===== config.mk =====
export PLATFORM = sky130hd
export DESIGN_NAME = loop_output_adjust_regs
export DESIGN_NICKNAME = d
export VERILOG_FILES = /design/src/hw/loop_adjust_pkg.sv /design/src/hw/skew_delay_line.sv /design/src/hw/loop_output_adjust_regs.sv
export SDC_FILE = /design/constraint.sdc
export NUM_CORES = 1
export LEC_CHECK = 0
export BUFFER_PORTS_ARGS = -buffer_cell sky130_fd_sc_hd__clkbuf_2
export CAP_MARGIN = 20
export CORE_ASPECT_RATIO = 1.75
export CORE_MARGIN = 4
export CORE_UTILIZATION = 55
export CTS_CLUSTER_SIZE = 24
export DETAILED_ROUTE_END_ITERATION = 6
export PLACE_DENSITY = 0.82
export SETUP_SLACK_MARGIN = 0.1
export SLEW_MARGIN = 10
export SYNTH_ARGS = -nofsm -noshare
export SYNTH_HDL_FRONTEND = slang
export SYNTH_SLANG_ARGS = --single-unit

===== constraint.sdc =====
create_clock -name CLK -period 3.69 [get_ports CLK]
set_input_delay 0.369 -clock CLK [delete_from_list [all_inputs] [get_ports CLK]]
set_output_delay 0.369 -clock CLK [all_outputs]
set_load 0.02 [all_outputs]

===== src/hw/loop_adjust_pkg.sv =====
// constants for the loop output adjust and housekeeping block
package loop_adjust_pkg;
  // register indices (printed offsets are not all multiples of four)
  localparam logic [7:0] IDX_OUTPUT_ADJUST = 8'h2d;
  localparam logic [7:0] IDX_HOUSEKEEPING = 8'h2e;
  localparam logic [7:0] IDX_INT_STATUS = 8'h30;
  localparam logic [7:0] IDX_INT_MASK = 8'h31;
  localparam int ADDR_W = 10;
  localparam logic [ADDR_W-1:0] ADDR_OUTPUT_ADJUST = {IDX_OUTPUT_ADJUST, 2'b00};
  localparam logic [ADDR_W-1:0] ADDR_HOUSEKEEPING = {IDX_HOUSEKEEPING, 2'b00};
  localparam logic [ADDR_W-1:0] ADDR_INT_STATUS = {IDX_INT_STATUS, 2'b00};
  localparam logic [ADDR_W-1:0] ADDR_INT_MASK = {IDX_INT_MASK, 2'b00};
  localparam logic [15:0] RESET_OUTPUT_ADJUST = 16'h0000;
  localparam logic [15:0] RESET_HOUSEKEEPING = 16'h0000;
  // output adjust fields
  localparam int PHASE_LSB = 9;
  localparam int PHASE_W = 7;
  localparam int SKEW_LSB = 0;
  localparam int SKEW_W = 3;
  localparam logic [15:0] ADJUST_WR_MASK = 16'hfe07;
  // housekeeping fields
  localparam int HK_STATE_LSB = 0;
  localparam int HK_LIMIT_BIT = 3;
  localparam int HK_RATE_BIT = 4;
  localparam int HK_PRI_LOSS_BIT = 5;
  localparam int HK_SEC_LOSS_BIT = 6;
  // interrupt event bits
  localparam int EV_PRI_LOSS = 0;
  localparam int EV_SEC_LOSS = 1;
  localparam int EV_LIMIT = 2;
  localparam int EV_STATE = 3;
  localparam int EV_W = 4;
  // timing and bus response codes
  localparam real CLK_PERIOD_NS = 40.0;
  localparam real SKEW_STEP_NS = 3.5;
  localparam int SKEW_MAX_STEPS = 7;
  localparam logic [1:0] RESP_OKAY = 2'b00;
  localparam logic [1:0] RESP_SLVERR = 2'b10;
endpackage


===== src/hw/skew_delay_line.sv =====
// per-tap delay line for the skewed fast clock output
`timescale 1ns/100ps
module skew_delay_line
  import loop_adjust_pkg::*;
(
  input wire logic clk,
  input wire logic rst_n,
  input wire logic d,
  input wire logic [SKEW_W-1:0] sel,
  output logic q
);
  // one register per tap; on this clock a tap is far coarser than the pad-level step
  logic [SKEW_MAX_STEPS:0] tap_ff;
  logic [SKEW_MAX_STEPS:0] nxt_tap;
  logic nxt_q;
  logic q_ff;

  always_comb begin
    nxt_tap = tap_ff;
    nxt_tap[0] = d;
    for (int i = 1; i <= SKEW_MAX_STEPS; i++) begin
      nxt_tap[i] = tap_ff[i-1];
    end
    nxt_q = tap_ff[sel];
  end

  always_ff @(posedge clk) begin
    if (!rst_n) begin
      tap_ff <= '0;
      q_ff <= 1'b0;
    end else begin
      tap_ff <= nxt_tap;
      q_ff <= nxt_q;
    end
  end

  assign q = q_ff;
endmodule


===== src/hw/loop_output_adjust_regs.sv =====
// loop output adjust and housekeeping registers with AXI4-Lite slave
`timescale 1ns/100ps
module loop_output_adjust_regs
  import loop_adjust_pkg::*;
(
  input wire logic CLK,
  input wire logic RST_N,
  input wire logic [ADDR_W-1:0] S_AXI_AWADDR,
  input wire logic S_AXI_AWVALID,
  output logic S_AXI_AWREADY,
  input wire logic [31:0] S_AXI_WDATA,
  input wire logic [3:0] S_AXI_WSTRB,
  input wire logic S_AXI_WVALID,
  output logic S_AXI_WREADY,
  output logic [1:0] S_AXI_BRESP,
  output logic S_AXI_BVALID,
  input wire logic S_AXI_BREADY,
  input wire logic [ADDR_W-1:0] S_AXI_ARADDR,
  input wire logic S_AXI_ARVALID,
  output logic S_AXI_ARREADY,
  output logic [31:0] S_AXI_RDATA,
  output logic [1:0] S_AXI_RRESP,
  output logic S_AXI_RVALID,
  input wire logic S_AXI_RREADY,
  input wire logic FAST_CLK_HI,
  input wire logic FAST_CLK_LO,
  input wire logic PRI_LOSS,
  input wire logic SEC_LOSS,
  input wire logic SLOPE_LIMIT,
  input wire logic [2:0] LOOP_STATE,
  output logic PRIMARY_FAST_CLOCK_OUTPUT,
  output logic [PHASE_W-1:0] PHASE_OFFSET_FIELD,
  output logic [SKEW_W-1:0] SKEW_CODE,
  output logic IRQ
);
  // ****************************************
  // status input synchronisers
  // ****************************************
  // three stages; a change counts once stages two and three agree
  logic [5:0] s1_ff, s2_ff, s3_ff, stat_ff;
  logic [5:0] nxt_stat;
  logic [5:0] stat_in;

  assign stat_in = {LOOP_STATE, SLOPE_LIMIT, SEC_LOSS, PRI_LOSS};

  always_comb begin
    for (int i = 0; i < 6; i++) begin
      nxt_stat[i] = (s2_ff[i] == s3_ff[i]) ? s3_ff[i] : stat_ff[i];
    end
  end

  always_ff @(posedge CLK) begin
    if (!RST_N) begin
      s1_ff <= '0;
      s2_ff <= '0;
      s3_ff <= '0;
      stat_ff <= '0;
    end else begin
      s1_ff <= stat_in;
      s2_ff <= s1_ff;
      s3_ff <= s2_ff;
      stat_ff <= nxt_stat;
    end
  end

  logic pri_loss, sec_loss, limit_act;
  logic [2:0] loop_state;
  assign pri_loss = stat_ff[0];
  assign sec_loss = stat_ff[1];
  assign limit_act = stat_ff[2];
  assign loop_state = stat_ff[5:3];

  // ****************************************
  // axi4-lite slave and registers
  // ****************************************
  logic [15:0] adjust_ff, nxt_adjust;
  logic rate_ff, nxt_rate;
  logic [EV_W-1:0] ev_stat_ff, nxt_ev_stat;
  logic [EV_W-1:0] ev_mask_ff, nxt_ev_mask;
  logic aw_ok_ff, nxt_aw_ok;
  logic w_ok_ff, nxt_w_ok;
  logic [ADDR_W-1:0] awaddr_ff, nxt_awaddr;
  logic [31:0] wdata_ff, nxt_wdata;
  logic [3:0] wstrb_ff, nxt_wstrb;
  logic bvalid_ff, nxt_bvalid;
  logic [1:0] bresp_ff, nxt_bresp;
  logic rvalid_ff, nxt_rvalid;
  logic [31:0] rdata_ff, nxt_rdata;
  logic [1:0] rresp_ff, nxt_rresp;
  logic [5:0] prev_ff;
  logic [EV_W-1:0] events;
  logic [15:0] hk_word;
  logic [15:0] wr16;
  logic irq_ff, nxt_irq;
  logic awready_ff, nxt_awready;
  logic wready_ff, nxt_wready;
  logic arready_ff, nxt_arready;

  // edges of the filtered status raise sticky events
  assign events = {stat_ff[5:3] != prev_ff[5:3], limit_act & ~prev_ff[2],
                   sec_loss & ~prev_ff[1], pri_loss & ~prev_ff[0]};

  always_comb begin
    hk_word = '0;
    hk_word[HK_STATE_LSB +: 3] = loop_state;
    hk_word[HK_LIMIT_BIT] = limit_act;
    hk_word[HK_RATE_BIT] = rate_ff;
    hk_word[HK_PRI_LOSS_BIT] = pri_loss;
    hk_word[HK_SEC_LOSS_BIT] = sec_loss;
  end

  // merge byte lanes of the 16-bit registers
  function automatic logic [15:0] lanes(input logic [15:0] old, input logic [31:0] d,
                                        input logic [3:0] s);
    logic [15:0] r;
    r = old;
    if (s[0]) r[7:0] = d[7:0];
    if (s[1]) r[15:8] = d[15:8];
    return r;
  endfunction

  always_comb begin
    nxt_aw_ok = aw_ok_ff;
    nxt_w_ok = w_ok_ff;
    nxt_awaddr = awaddr_ff;
    nxt_wdata = wdata_ff;
    nxt_wstrb = wstrb_ff;
    nxt_bvalid = bvalid_ff;
    nxt_bresp = bresp_ff;
    nxt_adjust = adjust_ff;
    nxt_rate = rate_ff;
    nxt_ev_mask = ev_mask_ff;
    nxt_ev_stat = ev_stat_ff;
    nxt_rvalid = rvalid_ff;
    nxt_rdata = rdata_ff;
    nxt_rresp = rresp_ff;
    wr16 = '0;
    if (S_AXI_AWVALID && S_AXI_AWREADY) begin
      nxt_aw_ok = 1'b1;
      nxt_awaddr = S_AXI_AWADDR;
    end
    if (S_AXI_WVALID && S_AXI_WREADY) begin
      nxt_w_ok = 1'b1;
      nxt_wdata = S_AXI_WDATA;
      nxt_wstrb = S_AXI_WSTRB;
    end
    if (aw_ok_ff && w_ok_ff && !bvalid_ff) begin
      nxt_aw_ok = 1'b0;
      nxt_w_ok = 1'b0;
      nxt_bvalid = 1'b1;
      nxt_bresp = RESP_OKAY;
      case (awaddr_ff[ADDR_W-1:2])
        IDX_OUTPUT_ADJUST: begin
          wr16 = lanes(adjust_ff, wdata_ff, wstrb_ff);
          nxt_adjust = wr16 & ADJUST_WR_MASK; // reserved bits stay zero
        end
        IDX_HOUSEKEEPING: begin
          wr16 = lanes({11'h000, rate_ff, 4'h0}, wdata_ff, wstrb_ff);
          nxt_rate = wr16[HK_RATE_BIT];
        end
        IDX_INT_MASK: begin
          wr16 = lanes({12'h000, ev_mask_ff}, wdata_ff, wstrb_ff);
          nxt_ev_mask = wr16[EV_W-1:0];
        end
        IDX_INT_STATUS: ;
        default: nxt_bresp = RESP_SLVERR;
      endcase
    end
    if (bvalid_ff && S_AXI_BREADY) nxt_bvalid = 1'b0;
    if (rvalid_ff && S_AXI_RREADY) nxt_rvalid = 1'b0;
    if (S_AXI_ARVALID && S_AXI_ARREADY) begin
      nxt_rvalid = 1'b1;
      nxt_rresp = RESP_OKAY;
      nxt_rdata = '0;
      case (S_AXI_ARADDR[ADDR_W-1:2])
        IDX_OUTPUT_ADJUST: nxt_rdata = {16'h0000, adjust_ff};
        IDX_HOUSEKEEPING: nxt_rdata = {16'h0000, hk_word};
        IDX_INT_STATUS: begin
          nxt_rdata = {28'h0000000, ev_stat_ff};
          nxt_ev_stat = '0; // read clears
        end
        IDX_INT_MASK: nxt_rdata = {28'h0000000, ev_mask_ff};
        default: nxt_rresp = RESP_SLVERR;
      endcase
    end
    // a new event wins over a clearing read in the same cycle
    nxt_ev_stat = nxt_ev_stat | events;
    nxt_irq = |(nxt_ev_stat & nxt_ev_mask);
    // readies come from the next slot state, so they leave a flop with no extra cycle
    nxt_awready = !nxt_aw_ok && !nxt_bvalid;
    nxt_wready = !nxt_w_ok && !nxt_bvalid;
    nxt_arready = !nxt_rvalid;
  end

  always_ff @(posedge CLK) begin
    if (!RST_N) begin
      aw_ok_ff <= 1'b0;
      w_ok_ff <= 1'b0;
      awaddr_ff <= '0;
      wdata_ff <= '0;
      wstrb_ff <= '0;
      bvalid_ff <= 1'b0;
      bresp_ff <= RESP_OKAY;
      adjust_ff <= RESET_OUTPUT_ADJUST;
      rate_ff <= RESET_HOUSEKEEPING[HK_RATE_BIT];
      ev_mask_ff <= '0;
      ev_stat_ff <= '0;
      rvalid_ff <= 1'b0;
      rdata_ff <= '0;
      rresp_ff <= RESP_OKAY;
      prev_ff <= '0;
      irq_ff <= 1'b0;
      awready_ff <= 1'b1;
      wready_ff <= 1'b1;
      arready_ff <= 1'b1;
    end else begin
      aw_ok_ff <= nxt_aw_ok;
      w_ok_ff <= nxt_w_ok;
      awaddr_ff <= nxt_awaddr;
      wdata_ff <= nxt_wdata;
      wstrb_ff <= nxt_wstrb;
      bvalid_ff <= nxt_bvalid;
      bresp_ff <= nxt_bresp;
      adjust_ff <= nxt_adjust;
      rate_ff <= nxt_rate;
      ev_mask_ff <= nxt_ev_mask;
      ev_stat_ff <= nxt_ev_stat;
      rvalid_ff <= nxt_rvalid;
      rdata_ff <= nxt_rdata;
      rresp_ff <= nxt_rresp;
      prev_ff <= stat_ff;
      irq_ff <= nxt_irq;
      awready_ff <= nxt_awready;
      wready_ff <= nxt_wready;
      arready_ff <= nxt_arready;
    end
  end

  // ready only when the slot is empty, so one write is held at a time
  assign S_AXI_AWREADY = awready_ff;
  assign S_AXI_WREADY = wready_ff;
  assign S_AXI_ARREADY = arready_ff;
  assign S_AXI_BVALID = bvalid_ff;
  assign S_AXI_BRESP = bresp_ff;
  assign S_AXI_RVALID = rvalid_ff;
  assign S_AXI_RDATA = rdata_ff;
  assign S_AXI_RRESP = rresp_ff;
  assign IRQ = irq_ff;
  assign PHASE_OFFSET_FIELD = adjust_ff[PHASE_LSB +: PHASE_W];
  assign SKEW_CODE = adjust_ff[SKEW_LSB +: SKEW_W];

  // ****************************************
  // fast clock rate select and skew
  // ****************************************
  // rate inputs are assumed to be on CLK already (divided/enabled by the loop)
  logic fast_sel;
  assign fast_sel = rate_ff ? FAST_CLK_HI : FAST_CLK_LO;

  skew_delay_line u_skew (
    .clk(CLK),
    .rst_n(RST_N),
    .d(fast_sel),
    .sel(adjust_ff[SKEW_LSB +: SKEW_W]),
    .q(PRIMARY_FAST_CLOCK_OUTPUT)
  );
endmodule


==> flow_summary.toml <==
[outcome]
status = "complete, no violations"

[yosys]
yosysWarnings = 0
synth_top_family_by_area = "simple AND/OR/NAND/NOR gates"
synth_top_area_share_pct = 51.71
synth_area_leaders = "dfxtp_1, a21boi_0, nand2_1"
async_flop_share_pct = 0
avgSynthCellArea_um2 = 9.820
synthCells = 410
synth_edf_count = 0
synthFlopType = "dfxtp_1"
synth_xor_area_share_pct = 0.6526
netlist_area_um2 = 4026
synthSimpleGateAreaFrac_pct = 23.56
synth_common_cells = "dfxtp_1, nand2_1, nor2b_1"
ys_seq_area_share_pct = 51.71
synth_cell_types = 42
synth_top_area_cell = "dfxtp_1"
synthAdderAreaFrac_pct = 0
synth-seq-cells = 104
synth_compound_area_share_pct = 12.68
yosysMostFrequentCell = "dfxtp_1"
synthMuxAreaShare_pct = 5.345

[timing]
max_slew.worst_pin.slew_ns = 0.6180
finalMaxSlewViolations = 0
setup_tns_ns = 0
rsz0062_at_grt = "false"
finalSetupViolCount = 0
fin_skew_ns = 0.003827
max_slew_margin_pct = 58.42
fmax_ghz = 0.4570
finalHoldViolCount = 0
min_period_ns = 2.188
min_period_over_period_pct = 59.31

[die]
start_util_pct = 56.06
row_count = 41
ioPinCount = 124
dieArea_um2 = 8807
die_w_um = 72.68
die_h_um = 121.2
core_um2 = 7182

[pwr]
p_total_w = 0.002135
p_sw_share_pct = 22.01
ir_drop_mv = 0.3766
p_seq_share_pct = 55.3
comb_power_share_pct = 7.2
p_leak_nw = 1.989
pwr-share-clk_pct = 37.5
p_switching_w = 0.0004698
cellPowerDensity_nw_per_um2 = 459.7
p_int_w = 0.001665

[detailed_routing]
postRouteAntennaNets = 0
drc = 0
drt-wirelength-per-cell_um = 13.26
detail_route.first_pass.iterations = 5
vias = 2929
routed_wl_um = 7530
viasPerCell = 5.157
drt-initial-drc-count = 166

[cells_and_area]
drive_gt1_share_pct = 20.12
multi_input_area_um2 = 1775
fin_area_um2 = 4643
antenna_cells = 0
syn_to_final_growth_pct = 15.32
fin_nets = 551
n_fill_cell = 618
seq_area_um2 = 2082

[global_route]
grt-ovfl-total = 0
grt_pass1_vias = 2775
grt_pass1_wl_um = 12140
grtUsageTotal_pct = 17.71
grt_max_degree = 72
antenna_found_initial = 0

[clocking]
cts_inserted_buffers = 9
cts_setup_buffers = 0
clkTransAtPathRegs_ns = 0.06
clockRootBuffer = "clkbuf_16"
ctsResizeCount = 0
ctsHoldBuffers = 0
clock_path_buffers = 2
htree_num_levels = 3
cts_tree = "yes"
cts.sink_count = 104
clk_latency_ns = 0.33

[setup_path]
start_kind = "register"
worstPathArrival_ns = 2.42
end_kind = "register"
required_ns = 3.92
cp_slowest_cell = "or4b_4"
crit_type = "register to register"
crit_chain = "nand2_1, or4b_4, a2111oi_4, o22ai_1, o21a_1"
cpPeakStageDelay_ns = 0.71
r2r_cells = 5
cp_max_fo = 17

[worst_hold_path]
min_path_type = "input pin to register"
hold_depth = 2

[placed_design]
place_area_um2 = 4373
portBuffers = 77
post-dp-hpwl_um = 5676
gp_congestion = 0.8382

[flow_run]
drv_cap = 0
routing by layer:
metal	up-vias	wire length [µm]	share of wire (%)	global-route usage, %
met4	0	195	2.6	7.621
met3	12	447	5.9	5.473
met2	82	3966	53	31.17
met1	1352	2920	39	19.00
met5	-	0	0	0
li1	1483	-	-	-
flip-flops by register name, indices dropped and copies added (netlist names), 2 cells and up:
name	count
ev_stat_ff	4
adjust_ff	10
stat_ff	6
prev_ff	6
s1_ff	6
s3_ff	6
s2_ff	6
u_skew.tap_ff	8
wstrb_ff	2
wdata_ff	12
awaddr_ff	8
ev_mask_ff	4
S_AXI_RDATA	14
worst paths after layout:
kind	start	slack, ns	end
worst max register to register	S_AXI_ARREADY	1.50	IRQ
worst min register to register	s1_ff[4]	0.43	s2_ff[4]
worst max-delay path	S_AXI_ARREADY	1.50	IRQ
worst min-delay path	LOOP_STATE[2]	0.24	s1_ff[5]
worst max-delay path, delay by kind of cell, from the launching register on:
family | cells | cell delay, ns
DFF | 1 | 0.34
and+or+nand+nor | 2 | 1.06
AOI/OAI and AO/OA | 3 | 0.68
final cells by class:
class                   instances  area share (%)
multi-input cells             283           38.24
inverters                       2          0.1617
clock buffers                  11           5.012
clock inverters                 2          0.2156
repair buffers                 80           9.216
well taps                      86           2.317
flip-flops and latches        104           44.84
placed cells by master, fill, tap and decap left out, types with 4 or more instances in the layout:
master	n
a22oi_1	10
a21boi_0	33
mux2i_1	17
nand2_1	60
dfxtp_1	104
nand2b_1	4
clkbuf_2	77
clkbuf_16	9
nand3b_1	7
nand3_1	4
nor2_1	9
nor2b_1	35
a211oi_1	4
and2_1	34
o21ai_0	8
conb_1	20
through the flow:
stage / std cells / util [%] / setup WS (ns) / hold WS (ns)
4_1_cts: 567 / 64.27 / 1.495 / 0.2234
5_1_grt: 568 / 64.65 / 1.356 / 0.2345
2_1_floorplan: 429 / - / 1.495 / 0.4119
3_3_place_gp: 554 / 60.89 / 1.346 / 0.4139
6_report: 568 / 64.65 / 1.502 / 0.2395
3_5_place_dp: 554 / 60.89 / 1.327 / 0.4196
power groups by stage:
stage	clock network, W	registers [W]	logic (W)
floorplan	0	0.00121	0.000117
detailed placement	0	0.00121	0.000152
CTS	0.000829	0.00118	0.000153
global route	0.000868	0.00118	0.000174
global placement	0	0.00120	0.000149
finish	0.000801	0.00118	0.000154
cell families after synthesis:
family / count (synthesis)
other: 1
XOR/XNOR: 3
AO/OA/AOI/OAI: 68
flip-flops: 104
AND/OR/NAND/NOR: 173
buffers and inverters: 42
multiplexers: 19
Power figures use the tool's default switching activity.
